<file path="config.mk">
export PLATFORM = sky130hd
export DESIGN_NAME = serial_slave_frame_check
export DESIGN_NICKNAME = d
export VERILOG_FILES = /design/src/frame_check_pkg.sv /design/src/serial_slave_frame_check.sv
export SDC_FILE = /design/constraint.sdc
export NUM_CORES = 1
export LEC_CHECK = 0
export CORE_MARGIN = 1
export CORE_UTILIZATION = 40
export CTS_BUF_LIST = sky130_fd_sc_hd__clkbuf_4 sky130_fd_sc_hd__clkbuf_8
export DETAILED_ROUTE_END_ITERATION = 8
export DONT_BUFFER_PORTS = 1
export GPL_ROUTABILITY_DRIVEN = 1
export PLACE_DENSITY_LB_ADDON = 0.1
export SLEW_MARGIN = 20
export SYNTH_ARGS = -nofsm -noshare
export SYNTH_HDL_FRONTEND = slang
export SYNTH_SLANG_ARGS = --single-unit
</file>
<file path="constraint.sdc">
create_clock -name sys_clk_in -period 19.1 [get_ports sys_clk_in]
set_clock_uncertainty 0.1 [all_clocks]
set_input_delay 5.73 -clock sys_clk_in [delete_from_list [all_inputs] [get_ports sys_clk_in]]
set_output_delay 5.73 -clock sys_clk_in [all_outputs]
set_load 0.01 [all_outputs]
</file>
<file path="src/frame_check_pkg.sv">
// How it works
// - checksum accumulator starts every frame at all ones
// - each byte is XORed into the accumulator's low byte, bit 0 aligned
// - each step shifts right once, XORing the reflected polynomial on a one out
// - eight shift steps per byte before the next byte is folded in
// - RTU check covers station address through last data byte
// - RTU check value goes out low byte first, then high byte
// - ASCII LRC is the negated modulo-256 sum of address through data
// - LRC is sent as two hex characters, upper nibble first, before terminator
// - ASCII frames end with carriage return then line feed
// - RTU frame ends after four character times of line silence
// - read answer is address, 03, byte count, words high byte first, check
// - write single word 06 is echoed with identical address, value, check
// - ASCII carries each byte as two hex characters 0-9 and A-F
// - only station addresses 1 to 254 select this drive
package frame_check_pkg;
  localparam logic [15:0] CRC_PRESET = 16'hFFFF;
  localparam logic [15:0] CRC_POLY = 16'hA001;
  localparam logic [7:0] CH_START = 8'h3A;
  localparam logic [7:0] CH_CR = 8'h0D;
  localparam logic [7:0] CH_LF = 8'h0A;
  localparam logic [7:0] CH_ZERO = 8'h30;
  localparam logic [7:0] CH_NINE = 8'h39;
  localparam logic [7:0] CH_A = 8'h41;
  localparam logic [7:0] CH_F = 8'h46;
  localparam logic [7:0] FN_READ = 8'h03;
  localparam logic [7:0] FN_WRITE = 8'h06;
  localparam logic [7:0] ADDR_MIN = 8'h01;
  localparam logic [7:0] ADDR_MAX = 8'hFE;
  localparam int CRC_STEPS = 8;
  localparam int GAP_CHARS = 4;
  localparam int BUF_DEPTH = 8;
  localparam logic [3:0] REQ_RTU_BYTES = 4'h8;
  localparam logic [3:0] REQ_ASCII_BYTES = 4'h7;
  localparam logic [4:0] WRITE_LEN = 5'h06;
  localparam logic [15:0] MAX_WORDS = 16'h000C;

  typedef enum logic [5:0] {
    S_IDLE = 6'h01,
    S_EVAL = 6'h02,
    S_LOAD = 6'h04,
    S_WAIT = 6'h08,
    S_FETCH = 6'h10,
    S_LATCH = 6'h20
  } state_t;

  typedef enum logic [3:0] {
    SEG_START = 4'h1,
    SEG_BODY = 4'h2,
    SEG_CHECK = 4'h4,
    SEG_TAIL = 4'h8
  } seg_t;

  function automatic logic [15:0] crc_byte(input logic [15:0] crc,
                                           input logic [7:0] b);
    logic [15:0] c;
    c = crc ^ {8'h00, b};
    for (int i = 0; i < CRC_STEPS; i++) begin
      c = c[0] ? ((c >> 1) ^ CRC_POLY) : (c >> 1);
    end
    return c;
  endfunction : crc_byte

  function automatic logic [7:0] hex_char(input logic [3:0] n);
    return (n < 4'hA) ? (CH_ZERO + {4'h0, n}) : (CH_A + {4'h0, n - 4'hA});
  endfunction : hex_char

  function automatic logic [4:0] hex_val(input logic [7:0] c);
    logic [7:0] d;
    d = 8'h00;
    if (c >= CH_ZERO && c <= CH_NINE) begin
      d = c - CH_ZERO;
      return {1'b1, d[3:0]};
    end
    if (c >= CH_A && c <= CH_F) begin
      d = c - CH_A + 8'h0A;
      return {1'b1, d[3:0]};
    end
    return 5'h00;
  endfunction : hex_val
endpackage : frame_check_pkg

</file>
<file path="src/serial_slave_frame_check.sv">
`timescale 1ns/1ps
module serial_slave_frame_check import frame_check_pkg::*; (
  // clock and reset
  input wire logic sys_clk_in,
  input wire logic sys_rst_in,
  // configuration
  input wire logic ascii_mode_in,
  input wire logic [7:0] station_addr_in,
  input wire logic [15:0] char_cycles_in,
  // received characters from the uart
  input wire logic [7:0] rx_byte_in,
  input wire logic rx_valid_in,
  // characters to the uart
  output logic [7:0] tx_byte_out,
  output logic tx_valid_out,
  input wire logic tx_ready_in,
  // word access to the drive data
  output logic rd_req_out,
  output logic wr_req_out,
  output logic [15:0] addr_out,
  output logic [15:0] wr_data_out,
  input wire logic [15:0] rd_data_in,
  // frame status pulses
  output logic frame_ok_out,
  output logic frame_drop_out
);
  state_t state, next_state;
  seg_t seg, next_seg;
  logic [7:0] buf_mem [BUF_DEPTH];
  logic [7:0] next_buf [BUF_DEPTH];
  logic [3:0] cnt, next_cnt;
  logic rx_nib, next_rx_nib;
  logic [3:0] rx_hi, next_rx_hi;
  logic got_cr, next_got_cr;
  logic in_frame, next_in_frame;
  logic bad, next_bad;
  logic [7:0] sum, next_sum;
  logic [15:0] crc, next_crc, crc_d1, next_crc_d1, crc_d2, next_crc_d2;
  logic [17:0] idle, next_idle;
  logic [7:0] fn, next_fn;
  logic [4:0] nwords, next_nwords;
  logic [4:0] idx, next_idx, len, next_len;
  logic tx_nib, next_tx_nib;
  logic [7:0] tx_lrc, next_tx_lrc;
  logic [15:0] tx_crc, next_tx_crc;
  logic [15:0] word, next_word;
  logic [7:0] next_tx_byte;
  logic next_tx_valid, next_rd_req, next_wr_req, next_ok, next_drop;
  logic [15:0] next_addr, next_wr_data;
  logic [7:0] pay, lrc_val;
  logic [17:0] gap;
  logic [15:0] req_words;

  assign gap = 18'(char_cycles_in) * 18'(GAP_CHARS);
  assign req_words = {buf_mem[4], buf_mem[5]};
  assign lrc_val = 8'h00 - tx_lrc;

  // payload byte of the answer at position idx
  always_comb begin
    if (idx == 5'h00) begin
      pay = station_addr_in;
    end else if (idx == 5'h01) begin
      pay = fn;
    end else if (fn == FN_WRITE) begin
      pay = buf_mem[idx[2:0]];
    end else if (idx == 5'h02) begin
      pay = {2'b00, nwords, 1'b0};
    end else begin
      pay = idx[0] ? word[15:8] : word[7:0];
    end
  end

  always_comb begin
    logic [7:0] b;
    logic store;
    logic [4:0] hv;
    logic frame_end;
    logic [4:0] ni;
    b = rx_byte_in;
    store = 1'b0;
    hv = hex_val(rx_byte_in);
    frame_end = 1'b0;
    ni = idx + 5'h01;
    next_state = state;
    next_seg = seg;
    for (int i = 0; i < BUF_DEPTH; i++) begin
      next_buf[i] = buf_mem[i];
    end
    next_cnt = cnt;
    next_rx_nib = rx_nib;
    next_rx_hi = rx_hi;
    next_got_cr = got_cr;
    next_in_frame = in_frame;
    next_bad = bad;
    next_sum = sum;
    next_crc = crc;
    next_crc_d1 = crc_d1;
    next_crc_d2 = crc_d2;
    next_idle = (rx_valid_in || &idle) ? idle : idle + 18'h00001;
    next_fn = fn;
    next_nwords = nwords;
    next_idx = idx;
    next_len = len;
    next_tx_nib = tx_nib;
    next_tx_lrc = tx_lrc;
    next_tx_crc = tx_crc;
    next_word = word;
    next_tx_byte = tx_byte_out;
    next_tx_valid = tx_valid_out;
    next_wr_req = 1'b0;
    next_ok = 1'b0;
    next_drop = 1'b0;
    next_addr = addr_out;
    next_wr_data = wr_data_out;
    case (state)
      S_IDLE: begin
        if (rx_valid_in && ascii_mode_in) begin
          if (rx_byte_in == CH_START) begin
            next_in_frame = 1'b1;
            next_cnt = 4'h0;
            next_sum = 8'h00;
            next_bad = 1'b0;
            next_got_cr = 1'b0;
            next_rx_nib = 1'b0;
          end else if (in_frame) begin
            if (rx_byte_in == CH_CR) begin
              next_got_cr = 1'b1;
            end else if (rx_byte_in == CH_LF && got_cr) begin
              frame_end = 1'b1;
              next_bad = bad | rx_nib;
            end else if (hv[4] && !got_cr) begin
              next_rx_nib = ~rx_nib;
              next_rx_hi = hv[3:0];
              b = {rx_hi, hv[3:0]};
              store = rx_nib;
            end else begin
              next_bad = 1'b1;
            end
          end
        end else if (rx_valid_in) begin
          next_idle = 18'h00000;
          store = 1'b1;
          next_in_frame = 1'b1;
          if (!in_frame) begin
            next_cnt = 4'h0;
            next_crc = CRC_PRESET;
          end
        end else if (in_frame && !ascii_mode_in && idle >= gap) begin
          frame_end = 1'b1;
        end
        if (store) begin
          if (next_cnt < 4'(BUF_DEPTH)) begin
            next_buf[next_cnt[2:0]] = b;
          end
          if (next_cnt <= 4'(BUF_DEPTH)) begin
            next_cnt = next_cnt + 4'h1;
          end
          next_sum = next_sum + b;
          next_crc_d2 = crc_d1;
          next_crc_d1 = next_crc;
          next_crc = crc_byte(next_crc, b);
        end
        if (frame_end) begin
          next_in_frame = 1'b0;
          next_state = S_EVAL;
        end
      end
      S_EVAL: begin
        next_state = S_IDLE;
        next_idx = 5'h00;
        next_tx_nib = 1'b0;
        next_tx_lrc = 8'h00;
        next_tx_crc = CRC_PRESET;
        next_seg = ascii_mode_in ? SEG_START : SEG_BODY;
        next_fn = buf_mem[1];
        next_addr = {buf_mem[2], buf_mem[3]};
        next_nwords = req_words[4:0];
        next_drop = 1'b1;
        // crc_d2 holds the crc over the six bytes before the check pair
        if ((ascii_mode_in ? (cnt == REQ_ASCII_BYTES && sum == 8'h00 && !bad)
             : (cnt == REQ_RTU_BYTES &&
                crc_d2 == {buf_mem[7], buf_mem[6]})) &&
            buf_mem[0] == station_addr_in &&
            station_addr_in >= ADDR_MIN &&
            station_addr_in <= ADDR_MAX) begin
          if (buf_mem[1] == FN_READ && req_words != 16'h0000 &&
              req_words <= MAX_WORDS) begin
            next_len = 5'h03 + {req_words[3:0], 1'b0};
            next_drop = 1'b0;
            next_ok = 1'b1;
            next_state = S_LOAD;
          end else if (buf_mem[1] == FN_WRITE) begin
            next_len = WRITE_LEN;
            next_wr_data = req_words;
            next_wr_req = 1'b1;
            next_drop = 1'b0;
            next_ok = 1'b1;
            next_state = S_LOAD;
          end
        end
      end
      S_LOAD: begin
        next_tx_valid = 1'b1;
        next_state = S_WAIT;
        case (seg)
          SEG_START: next_tx_byte = CH_START;
          SEG_BODY: begin
            next_tx_byte = !ascii_mode_in ? pay
              : hex_char(tx_nib ? pay[3:0] : pay[7:4]);
          end
          SEG_CHECK: begin
            if (ascii_mode_in) begin
              next_tx_byte = hex_char(tx_nib ? lrc_val[3:0] : lrc_val[7:4]);
            end else begin
              next_tx_byte = tx_nib ? tx_crc[15:8] : tx_crc[7:0];
            end
          end
          default: next_tx_byte = tx_nib ? CH_LF : CH_CR;
        endcase
      end
      S_WAIT: begin
        if (tx_ready_in) begin
          next_tx_valid = 1'b0;
          next_state = S_LOAD;
          next_tx_nib = ~tx_nib;
          case (seg)
            SEG_START: begin
              next_tx_nib = 1'b0;
              next_seg = SEG_BODY;
            end
            SEG_BODY: begin
              if (!ascii_mode_in || tx_nib) begin
                next_tx_nib = 1'b0;
                next_tx_lrc = tx_lrc + pay;
                next_tx_crc = crc_byte(tx_crc, pay);
                next_idx = ni;
                if (ni == len) begin
                  next_seg = SEG_CHECK;
                end else if (fn == FN_READ && ni[0] && ni >= 5'h03) begin
                  next_state = S_FETCH;
                end
              end
            end
            SEG_CHECK: begin
              if (tx_nib) begin
                next_seg = SEG_TAIL;
                if (!ascii_mode_in) begin
                  next_state = S_IDLE;
                end
              end
            end
            default: begin
              if (tx_nib) begin
                next_state = S_IDLE;
              end
            end
          endcase
        end
      end
      S_FETCH: next_state = S_LATCH;
      S_LATCH: begin
        next_word = rd_data_in;
        next_addr = addr_out + 16'h0001;
        next_state = S_LOAD;
      end
      default: next_state = S_IDLE;
    endcase
    next_rd_req = (next_state == S_FETCH);
  end

  always_ff @(posedge sys_clk_in or posedge sys_rst_in) begin
    if (sys_rst_in) begin
      state <= S_IDLE;
      seg <= SEG_BODY;
      for (int i = 0; i < BUF_DEPTH; i++) begin
        buf_mem[i] <= 8'h00;
      end
      cnt <= 4'h0;
      rx_nib <= 1'b0;
      rx_hi <= 4'h0;
      got_cr <= 1'b0;
      in_frame <= 1'b0;
      bad <= 1'b0;
      sum <= 8'h00;
      crc <= CRC_PRESET;
      crc_d1 <= CRC_PRESET;
      crc_d2 <= CRC_PRESET;
      idle <= 18'h00000;
      fn <= 8'h00;
      nwords <= 5'h00;
      idx <= 5'h00;
      len <= 5'h00;
      tx_nib <= 1'b0;
      tx_lrc <= 8'h00;
      tx_crc <= CRC_PRESET;
      word <= 16'h0000;
      tx_byte_out <= 8'h00;
      tx_valid_out <= 1'b0;
      rd_req_out <= 1'b0;
      wr_req_out <= 1'b0;
      addr_out <= 16'h0000;
      wr_data_out <= 16'h0000;
      frame_ok_out <= 1'b0;
      frame_drop_out <= 1'b0;
    end else begin
      state <= next_state;
      seg <= next_seg;
      for (int i = 0; i < BUF_DEPTH; i++) begin
        buf_mem[i] <= next_buf[i];
      end
      cnt <= next_cnt;
      rx_nib <= next_rx_nib;
      rx_hi <= next_rx_hi;
      got_cr <= next_got_cr;
      in_frame <= next_in_frame;
      bad <= next_bad;
      sum <= next_sum;
      crc <= next_crc;
      crc_d1 <= next_crc_d1;
      crc_d2 <= next_crc_d2;
      idle <= next_idle;
      fn <= next_fn;
      nwords <= next_nwords;
      idx <= next_idx;
      len <= next_len;
      tx_nib <= next_tx_nib;
      tx_lrc <= next_tx_lrc;
      tx_crc <= next_tx_crc;
      word <= next_word;
      tx_byte_out <= next_tx_byte;
      tx_valid_out <= next_tx_valid;
      rd_req_out <= next_rd_req;
      wr_req_out <= next_wr_req;
      addr_out <= next_addr;
      wr_data_out <= next_wr_data;
      frame_ok_out <= next_ok;
      frame_drop_out <= next_drop;
    end
  end
endmodule : serial_slave_frame_check

</file>
# Word-level counts from Yosys, hierarchy flattened
# Index checks and enable logic that the tools add are counted.
word_totals:
  input_bits: 53
  reg_bits: 269
  elab_cells: 336
  out_inout_bits: 45
classes:
  n_reduce_logical: 48
  addsub: 17
  muxes: 156
  magnitude_cmp: 16
  eq_ne: 35
  bitwise_logic: 27
ops:
  columns: ["operator", "count"]
  rows:
  - ["$mux W16", 24]
  - ["$mux W8", 27]
  - ["$mux W18", 4]
  - ["$bwmux W64", 1]
  - ["$pmux W16 S2", 2]
  - ["$mux W5", 12]
  - ["$mux W4", 13]
  - ["$mux W1", 51]
  - ["$not A2 Y3", 16]
  - ["$pmux W6 S6", 1]
  - ["$xor A16 B8 Y16", 2]
  - ["$bmux W8 S3", 1]
  - ["$demux W8 S3", 1]
  - ["$pmux W8 S3", 1]
  - ["$mux W3", 7]
  - ["$add A18 B1 Y18 const B", 1]
  - ["$ge A18 B18 Y1", 1]
  - ["$logic_and A1 B1 Y1", 18]
  - ["$reduce_and A18 Y1", 1]
  - ["$add A16 B1 Y16 const B", 1]
  - ["$add A7 B4 Y8 const A", 2]
  - ["$add A8 B8 Y8", 2]
  - ["$eq A16 B16 Y1", 1]
  - ["$eq A8 B2 Y1 const B", 2]
  - ["other kinds (65)", 107]

# Logic depth before layout (Yosys ltp)
# Gate-level depths: netlist of the first run.
depth:
  word_depth: 32
  depth_mapped: 21
  ltp_nobuf: 18

# Worst setup path before layout of the first run
# Ideal clock, no wire load.
synth_timing:
  path_kind: "input -> register"
  startpoint: "in rx_byte_in[0]"
  endpoint: "reg sum[7]"
  slack_ns: 9.579
  path_buffers: 1
  stages: 18
  arrival_ns: 9.296
  cell_sequence: "inv_1 > ha_1 > nor3b_1 > or4_4 > nor4_4 > mux2i_1 > clkbuf_1 > inv_1 > ha_1 > a21o_1 > a21oi_1 > o21bai_1 > a21oi_1 > o21bai_1 > a21oi_1 > xnor2_1 > nor2_1 > xnor2_1"
synth_between:
  elab_chain_len: 16
  word_cells_on_any_way: 40
synth_lines:
  columns: ["element", "line_no", "text"]
  rows:
  - ["start: declaration", "serial_slave_frame_check.sv:11", "input wire logic [7:0] rx_byte_in,"]
  - ["branches (longest 15 deep; another with $sub A4 B1 Y4)", null, null]
  - ["$mux W8 *", "serial_slave_frame_check.sv:151", "if (store) begin"]
  - ["end signal: assignment", "serial_slave_frame_check.sv:317", "sum <= next_sum;"]
  - ["end: declaration", "serial_slave_frame_check.sv:37", "logic [7:0] sum, next_sum;"]
# Every way passes the cells marked *. The select of a mux whose other input is x is not followed.
# A chain may end at the register's enable or synchronous reset.

# Worst setup path after layout of the first run
# Ends and elaborated chain as after synthesis.

==> results.py, run 1 <==
metrics = {
    "yosys": {
        "synthCells": 1685,
        "syn_area_mm2": 0.0153,
        "yosys_warnings": 0,
        "mappedNetlistNets": 1791,
        "async_flop_share": 1.00,
        "ys_seq_elements": 269,
        "synth_edf_count": 0,
        "synth-seq-area-share": 0.446,
        "synth_area_per_cell_um2": 9.08,
        "yosysUniqueCellTypes": 84,
        "yosys_most_used_dff": "dfrtp_1",
    },
    "floorplan": {
        "core-area_mm2": 0.0377,
        "rows": 71,
        "die_w_um": 198,
        "start_util": 0.406,
        "die_y_um": 198,
        "num_io_pins": 98,
        "design.die.area_mm2": 0.0390,
    },
    "setup_path": {
        "crit_path_start_kind": "input pin",
        "path_class": "in -> reg",
        "crit_buf_inv": 2,
        "slowest_delay_ps": 580,
        "slowest_stage": "nor4_1",
        "crit_top_cell": "a21oi_1",
        "crit_path_cell_trace": "inv_1 > ha_1 > nor3b_1 > nor4_1 > o21ai_0 > o31ai_1 > o21a_1 > inv_1 > ha_1 > a21oi_1 > o21bai_1 > a21oi_1 > o21bai_1 > a21oi_1 > xnor2_1 > nor2_1 > xnor2_1",
        "cpLargestDelayFamily": "compound AO/OA/AOI/OAI gates",
        "cp.arrival_ps": 9520,
        "worstPathMaxFanout": 11,
        "required_ps": 19490,
        "endpoint_kind": "flop",
    },
    "pwr": {
        "power_mw": 1.86,
        "swShare": 0.323,
        "intPower_mw": 1.26,
        "power.density_mw_per_mm2": 110,
        "leakage_nw": 7.35,
        "ir_worst_vdd_mv": 0.0611,
        "p_switching_uw": 599,
        "pwr-share-clk": 0.332,
        "pwr-share-seq": 0.456,
        "power_frac_comb": 0.212,
    },
    "grt": {
        "grt.total_usage": 0.235,
        "grt_max_degree": 128,
        "grt_pass1_vias": 12000,
        "antenna_found_initial": 0,
        "grt_first_pass_wirelength_mm": 70.5,
        "grt_overflow": 0,
    },
    "finish": {
        "fin_nets": 1788,
        "areaGrowthSynthToFinish_pct": 10.8,
        "stdcell_count": 2235,
        "n_antenna_cell": 0,
        "utilization": 0.450,
        "final_layout_size_suffix_gt1_frac": 0.139,
    },
    "clock_tree": {
        "cts_root_buffer": "clkbuf_8",
        "clkLatencyLatePin_ps": 630,
        "post_cts.repair.setup_buffers": 0,
        "cts_buffers": 51,
        "clk_pin_slew_worst_paths_ps": 60,
        "cts_buffer_depth": 3,
        "cts_tree": "built",
        "h-tree-depth": 2,
        "cts.sinks": 269,
        "post_cts_resized": 0,
        "holdBufCountCts": 0,
    },
    "timing": {
        "slew_headroom": 0.283,
        "worst_pin_slew_ps": 1060,
        "min_period_ps": 9130,
        "max_freq_mhz": 109,
        "maxSlewViolCount": 0,
        "rsz0062_at_grt": "false",
        "fin_crit_sh": 0.478,
        "hold_slack_ps": 346,
        "setup_tns_ps": 0,
        "setup_violations": 0,
        "finalHoldViolations": 0,
    },
    "drt": {
        "num_vias": 12200,
        "detail-route-antenna-nets": 0,
        "drc": 0,
        "viasPerCell": 5.44,
        "wl_mm": 44.5,
        "firstDrtPassIters": 5,
        "routedWlPerCell_um": 19.9,
        "drt_first_iter_violations": 789,
    },
    "placed_design": {
        "dpl.cell_count": 2140,
        "io_buffers": 0,
        "gp_congestion": 0.872,
        "place_hpwl_mm": 30.9,
    },
    "min_path": {
        "hold_class": "reg -> reg",
    },
    "outcome": {
        "outcome": "completed",
    },
    "run": {
        "maxCapViolations": 0,
    },
}
## sequential cells by signal, summed over array words and instances (netlist names), 4 cells and up
name         cells
nwords           5
idx              5
state            6
crc_d1          16
len              5
tx_crc          16
crc_d2          16
cnt              4
crc             16
word            16
wr_data_out     16
fn               8
tx_lrc           8
rx_hi            4
idle            18
seg              4
addr_out        16
sum              8
tx_byte_out      8
buf_mem         64
## routing by layer
metal	track usage	share of wire	routed length [µm]
met5	0	0	0
met4	0.0706	0.023	1010
met3	0.0456	0.053	2380
met2	0.340	0.43	19300
met1	0.351	0.49	21800
## logic make-up after synthesis
logic type,Yosys count,share of synthesized area
mux,52,0.0484
fa+ha+maj,53,0.0443
xor+xnor,126,0.0759
compound gates,361,0.147
buf+inv,141,0.0358
simple gates,683,0.203
flops,269,0.446
## worst paths after layout
| kind | start | to | slack [ps] | cells past startpoint |
|---|---|---|---|---|
| worst max-delay path | rx_byte_in[0] | sum[7] | 9970 | 17 |
| worst max register to register | idx[1] | tx_lrc[7] | 14290 | 15 |
| worst min-delay path | crc_d1[10] | crc_d2[10] | 350 | 2 |
| worst min register to register | crc_d1[10] | crc_d2[10] | 350 | 2 |
| min in group asynchronous | sys_rst_in | idle[3] | 5000 | 1 |
| max in group asynchronous | sys_rst_in | sum[4] | 12260 | 2 |
## cell usage in the layout, fill, tap and decap left out, drive strengths merged, types with 20 or more instances in the layout
| cell type | n |
|---|---|
| a21oi | 67 |
| buf | 22 |
| clkbuf | 86 |
| dfrtp | 203 |
| dfstp | 66 |
| ha | 51 |
| inv | 63 |
| mux2i | 20 |
| nand2 | 387 |
| nand3 | 38 |
| nor2 | 97 |
| nor3 | 34 |
| nor4 | 20 |
| o21ai | 162 |
| xnor2 | 77 |
| xor2 | 46 |
## worst reg2reg max path: cells and delay by family (launching register included)
family | cells | cell delay [ps]
compound gates | 9 | 1890
xor+xnor | 1 | 190
fa+ha+maj | 2 | 830
buf+inv | 1 | 460
flops | 1 | 680
simple gates | 2 | 530
## layout make-up
class | instances | area [µm²]
fill | 3825 | 20700
clock inverter | 9 | 78.8
clock buffer | 86 | 1050
tap | 511 | 639
multi-input combinational | 1275 | 7950
sequential | 269 | 6810
inverter | 63 | 244
timing repair buffer | 22 | 165
## through the flow
| step | worst slack, ps | cell area (µm²) |
|---|---|---|
| after detailed placement | 9410 | 15800 |
| final | 9970 | 16900 |
| after floorplan | 5970 | 15300 |
| after global routing | 9710 | 16900 |
| after CTS | 10070 | 16900 |
| after global placement | 9430 | 15800 |
## power groups by stage
stage / Sequential [mW] / Combinational, mW / Clock (mW)
after detailed placement: 0.855 / 0.394 / 0
after floorplan: 0.785 / 0.336 / 0
after global placement: 0.854 / 0.390 / 0
after global routing: 0.862 / 0.446 / 0.663
final: 0.846 / 0.394 / 0.616
after CTS: 0.846 / 0.397 / 0.637
## Yosys cell counts (7+ instances only)
cell      instances  area, µm²
a31oi_1          14       87.6
xor2_1           46        403
o21bai_1          8       60.1
o21a_1            8       60.1
nand2_1         387       1450
nand4_1           9       56.3
mux2_2           16        180
nor2b_1          13       81.3
nor3_1           32        160
a21oi_1          66        330
mux2i_1          20        200
o21ai_0         157        786
ha_1             51        638
o31ai_1           8       60.1
nand3b_1          7       52.6
nor4b_1           9       78.8
and2_1           16        100
dfrtp_1         203       5080
nand3_1          38        190
a21o_1           10       75.1
o22a_1           10       87.6
a221o_1           9       90.1
clkbuf_1         66        248
nand2b_1         12       75.1
dfstp_2          66       1730
nor2_1           97        364
inv_1            62        233
xnor2_1          75        657
mux4_2           16        360
and3_1            9       56.3
o22ai_1          12       75.1
nor4_1           17        106
(Power assumes the default switching activity.)
==> inputs of run 2 (changes only) <==
- clock period: 19.1 -> 7.75 ns (I/O delays scaled with it)
==> results.py, run 2 (same netlist as run 1, synthesis figures left out) <==
metrics = {
    "clock_tree": {
        "cts_buffer_depth": 3,
        "holdBufCountCts": 0,
        "clkLatencyLatePin_ps": 630,
        "clk_pin_slew_worst_paths_ps": 60,
        "post_cts.repair.setup_buffers": 0,
        "cts.sinks": 269,
        "post_cts_resized": 0,
        "cts_buffers": 51,
        "h-tree-depth": 2,
        "cts_root_buffer": "clkbuf_8",
        "cts_tree": "built",
    },
    "grt": {
        "grt_max_degree": 129,
        "grt.total_usage": 0.237,
        "antenna_found_initial": 0,
        "grt_pass1_vias": 12000,
        "grt_overflow": 0,
        "grt_first_pass_wirelength_mm": 70.9,
    },
    "timing": {
        "slew_headroom": 0.228,
        "finalHoldViolations": 0,
        "rsz0062_at_grt": "false",
        "worst_pin_slew_ps": 1140,
        "fin_crit_sh": 0.713,
        "maxSlewViolCount": 0,
        "min_period_ps": 5530,
        "max_freq_mhz": 181,
        "hold_slack_ps": 347,
        "worst_slack_ps": 2220,
        "setup_tns_ps": 0,
        "setup_violations": 0,
    },
    "setup_path": {
        "crit_path_start_kind": "input pin",
        "r2r_cells": 15,
        "endpoint_kind": "flop",
        "worstPathMaxFanout": 12,
        "r2r_setup_slack_ps": 3070,
        "cp-startpoint": "rx_byte_in[0]",
        "reg2reg_from": "idx[1]",
        "path_class": "in -> reg",
        "required_ps": 8160,
        "r2r_end": "tx_lrc[7]",
        "cp.arrival_ps": 5930,
    },
    "finish": {
        "final_layout_size_suffix_gt1_frac": 0.141,
        "largest-register": "buf_mem",
        "layout_commonest_cell": "nand2_1",
        "reg_top3": "buf_mem x64, idle x18",
        "final_cell_mix": "387 x nand2_1, 203 x dfrtp_1, 157 x o21ai_0, 96 x nor2_1, 75 x xnor2_1",
        "fin_nets": 1792,
        "largest_reg_flops": 64,
        "n_antenna_cell": 0,
        "stdcell_count": 2239,
        "areaGrowthSynthToFinish_pct": 11.2,
    },
    "drt": {
        "num_vias": 12300,
        "wl_mm": 45.1,
        "routedWlPerCell_um": 20.1,
        "firstDrtPassIters": 5,
        "detail-route-antenna-nets": 0,
        "drt_first_iter_violations": 821,
        "drc": 0,
        "viasPerCell": 5.48,
    },
    "floorplan": {
        "num_io_pins": 98,
        "start_util": 0.406,
        "die_y_um": 198,
        "rows": 71,
        "core-area_mm2": 0.0377,
        "die_w_um": 198,
        "design.die.area_mm2": 0.0390,
    },
    "min_path": {
        "hold_start": "crc_d1[9]",
        "hold_class": "reg -> reg",
        "hold_end": "crc_d2[9]",
        "holdPathStages": 2,
    },
    "pwr": {
        "power_mw": 4.62,
        "leakage_nw": 7.38,
        "ir_worst_vdd_mv": 0.142,
        "power.density_mw_per_mm2": 272,
    },
    "placed_design": {
        "gp_congestion": 0.865,
        "dpl.cell_count": 2144,
        "place_hpwl_mm": 31.7,
        "pre_cts_ws_ps": 1560,
        "io_buffers": 0,
    },
    "outcome": {
        "outcome": "completed",
    },
    "run": {
        "maxCapViolations": 0,
    },
}
## run 2: changes by cell type in the layout (fill, tap and decap cells not counted), sizes merged
cell	delta
buf	+4
bufinv	+1
clkbuf	-4
clkinv	+3
clkinvlp	+2
inv	-2
## run 2: area by class of cell
| type | instances | area [µm²] |
|---|---|---|
| clock inverter | 13 | 123 |
| multi-input combinational | 1275 | 7950 |
| inverter | 63 | 240 |
| tap | 511 | 639 |
| fill | 3752 | 20700 |
| timing repair buffer | 26 | 208 |
| sequential | 269 | 6810 |
| clock buffer | 82 | 1030 |
## run 2: where the power goes
part / internal (mW) / switching (mW)
Clock: 0.907 / 0.650
Sequential: 1.74 / 0.349
Combinational: 0.477 / 0.497
Total: 3.13 / 1.50
## run 2: worst max-delay path by stage
| stage | cells past startpoint | slack (ps) | endpoint |
|---|---|---|---|
| after floorplan | 18 | 1630 | sum[7] |
| after global placement | 18 | 1590 | sum[7] |
| after detailed placement | 18 | 1560 | sum[7] |
| after CTS | 18 | 2230 | sum[7] |
| after global routing | 18 | 1950 | sum[7] |
| final | 18 | 2220 | sum[7] |
## run 2: layer usage
layer	global-route usage	wire, µm
met5	0	0
met4	0.0643	942
met2	0.351	19600
met1	0.350	22200
met3	0.0461	2400
## run 2: per-stage QoR
| stage | cell area (µm²) | utilization |
|---|---|---|
| after floorplan | 15300 | - |
| after global placement | 15900 | 0.421 |
| after global routing | 17000 | 0.451 |
| after detailed placement | 15900 | 0.421 |
| final | 17000 | 0.451 |
| after CTS | 17000 | 0.451 |
## run 2: critical path, cell delays in order
cell      delay (ps)
inv_1             80
ha_1             250
nor3b_1          160
or4_4            600
nor4_4           380
mux2i_1          230
buf_4            230
inv_1             70
ha_1             290
a21o_1           180
a21oi_1          210
o21bai_1         100
a21oi_1          220
o21bai_1          90
a21oi_1          170
xnor2_1          130
nor2_1            60
xnor2_1          150
==> inputs of run 3 (changes only) <==
- ABC_AREA: default -> 1
- clock period: 7.75 -> 5.5 ns (I/O delays scaled with it)
==> results.py, run 3 <==
metrics = {
    "outcome": {
        "outcome": "completed",
    },
    "yosys": {
        "synthTopCellsByCount": "601 x nand2_1, 274 x inv_1, 203 x dfrtp_1",
        "yosys_warnings": 0,
        "synth.most_common_cell": "nand2_1",
        "netlist_top_cells_area": "dfrtp_1 32%, nand2_1 14%, dfstp_2 11%",
        "yosys_most_used_dff": "dfrtp_1",
        "yosysUniqueCellTypes": 57,
        "async_flop_share": 1.00,
        "synth-seq-area-share": 0.425,
        "synth_edf_count": 0,
        "synth_area_per_cell_um2": 7.47,
        "ys_seq_elements": 269,
        "syn_area_mm2": 0.0160,
        "yosysTopAreaCell": "dfrtp_1",
        "mappedNetlistNets": 2255,
        "synthCells": 2149,
        "netlist.area_leader.share": 0.317,
    },
    "placed_design": {
        "place_hpwl_mm": 34.2,
        "gp_congestion": 0.886,
        "io_buffers": 0,
    },
    "clock_tree": {
        "cts_buffers": 50,
        "holdBufCountCts": 0,
        "clkLatencyLatePin_ps": 630,
        "cts_root_buffer": "clkbuf_8",
        "cts_tree": "built",
        "cts_buffer_depth": 3,
        "post_cts_resized": 0,
        "cts.sinks": 269,
        "h-tree-depth": 2,
        "post_cts.repair.setup_buffers": 0,
        "clk_pin_slew_worst_paths_ps": 60,
    },
    "drt": {
        "firstDrtPassIters": 5,
        "num_vias": 14200,
        "routedWlPerCell_um": 17.1,
        "highest_layer": "met4",
        "wl_met1_mm": 22.1,
        "wl_met3_mm": 2.25,
        "drc": 0,
        "route.met2.wl_mm": 21.6,
        "detail-route-antenna-nets": 0,
        "wl_mm": 46.7,
        "viasPerCell": 5.20,
        "drt_first_iter_violations": 921,
    },
    "timing": {
        "hold_slack_ps": 356,
        "rsz0062_at_grt": "false",
        "min_period_ps": 4180,
        "finalHoldViolations": 0,
        "max_freq_mhz": 239,
        "setup_violations": 0,
        "worst_pin_slew_ps": 1020,
        "slew_headroom": 0.317,
        "maxSlewViolCount": 0,
        "setup_tns_ps": 0,
        "fin_crit_sh": 0.760,
    },
    "setup_path": {
        "endpoint_kind": "flop",
        "cp.arrival_ps": 4610,
        "path_class": "in -> reg",
        "cpLargestDelayFamily": "simple AND/OR/NAND/NOR gates",
        "crit_path_start_kind": "input pin",
        "crit_path_cell_trace": "inv_1 > ha_1 > inv_1 > nand3_1 > nand2_1 > nor2_2 > nor2_2 > nor2_4 > nand2_1 > nand2_1 > nand2_2 > ha_1 > a21oi_1 > nand2_1 > a21oi_1 > nor2_1 > nor2_1 > nor2_1 > nor2_1 > inv_1 > a21oi_1 > a21oi_1 > o21ai_0 > xor2_1",
        "slowest_delay_ps": 360,
        "slowest_stage": "ha_1",
        "required_ps": 5930,
        "worstPathMaxFanout": 11,
        "crit_buf_inv": 3,
    },
    "finish": {
        "final_layout_size_suffix_gt1_frac": 0.120,
        "utilization": 0.448,
        "reg_top3": "buf_mem x64, idle x18",
        "fin_nets": 2268,
        "final_cell_mix": "601 x nand2_1, 273 x inv_1, 202 x dfrtp_1, 159 x nor2_1, 156 x o21ai_0",
        "fillerInstances": 4102,
        "layout_commonest_cell": "nand2_1",
        "areaGrowthSynthToFinish_pct": 10.6,
        "n_antenna_cell": 0,
        "largest-register": "buf_mem",
        "largest_reg_flops": 64,
    },
    "floorplan": {
        "core-area_mm2": 0.0396,
        "start_util": 0.405,
        "design.die.area_mm2": 0.0409,
        "die_y_um": 202,
        "num_io_pins": 98,
        "rows": 73,
        "die_w_um": 202,
    },
    "grt": {
        "grt.total_usage": 0.232,
        "grt_first_pass_wirelength_mm": 75.3,
        "grt_overflow": 0,
        "grt_pass1_vias": 13700,
        "grt_max_degree": 79,
        "antenna_found_initial": 2,
    },
    "pwr": {
        "power.density_mw_per_mm2": 362,
        "p_switching_mw": 2.21,
        "power_frac_comb": 0.247,
        "leakage_nw": 8.55,
        "ir_worst_vdd_mv": 0.180,
        "pwr-share-clk": 0.328,
        "pwr-share-seq": 0.425,
        "swShare": 0.344,
        "intPower_mw": 4.21,
    },
    "run": {
        "maxCapViolations": 0,
    },
    "min_path": {
        "hold_class": "reg -> reg",
    },
}
## run 3: cell types whose count changed in the layout (fill, tap and decap cells not counted), sizes merged, moves of 12 or more
cell    previous run  this run
nor2b             13         0
nand3             38       155
nor2              97       170
inv               61       289
nand4              9        29
xor2              46        31
xnor2             77        22
mux2i             20         1
mux4              16         0
nand2            387       618
nand2b            12         0
o21ai            162       231
mux2              16         3
and2              16         0
## run 3: power groups by stage
stage / combinational [mW] / clock [mW] / sequential, mW
CTS: 1.60 / 2.17 / 2.73
global route: 1.83 / 2.26 / 2.78
detailed placement: 1.59 / 0 / 2.75
global placement: 1.56 / 0 / 2.75
finish: 1.58 / 2.11 / 2.73
floorplan: 1.23 / 0 / 2.65
## run 3: per-layer routing
layer / vias to the layer above / track usage
met5: - / 0
met1: 6783 / 0.323
met2: 319 / 0.377
met4: 0 / 0.0542
li1: 7023 / -
met3: 60 / 0.0377
## run 3: through the flow
stage	total power [mW]	cell area [µm²]	instances	setup slack, ps
2_1_floorplan	3.88	16100	2149	250
3_3_place_gp	4.31	16600	2635	784
3_5_place_dp	4.34	16700	2635	696
4_1_cts	6.49	17700	2726	1370
5_1_grt	6.87	17700	2726	980
6_report	6.42	17700	2726	1320
## run 3: cells by family (layout without fill, tap and decap cells)
family,count (synthesis),in the layout,synth area share
and+or+nand+nor,1041,1041,0.287
AOI/OAI and AO/OA,375,375,0.129
buffers and inverters,354,406,0.0856
DFF,269,269,0.425
adders and majority gates,53,53,0.0423
xor gates and xnor gates,53,53,0.0289
muxes,4,4,0.00273
## run 3: final cells by class
type / count / area [µm²] / share of cell area
Multi-Input combinational cell: 1526 / 7880 / 0.444
Tap cell: 525 / 657 / 0.0370
Clock inverter: 14 / 125 / 0.00705
Timing Repair Buffer: 20 / 188 / 0.0106
Sequential cell: 269 / 6820 / 0.384
Clock buffer: 77 / 966 / 0.0544
Inverter: 295 / 1110 / 0.0628
## run 3: path summary, 6_finish.rpt
| kind | depth (start not counted) | slack (ps) | start | to |
|---|---|---|---|---|
| worst max-delay path | 24 | 1320 | rx_byte_in[1] | sum[7] |
| worst min-delay path | 2 | 360 | crc_d1[14] | crc_d2[14] |
| worst max register to register | 20 | 1390 | idx[1] | tx_lrc[7] |
| worst min register to register | 2 | 360 | crc_d1[14] | crc_d2[14] |
| max in group asynchronous | 2 | 3370 | sys_rst_in | tx_crc[4] |
| min in group asynchronous | 1 | 990 | sys_rst_in | idle[17] |
## run 3: tightest hold or removal path, stage by stage, from the launching register on
cell and delay, ps:
dfstp_2 370, nand2_1 60, nand2_1 50
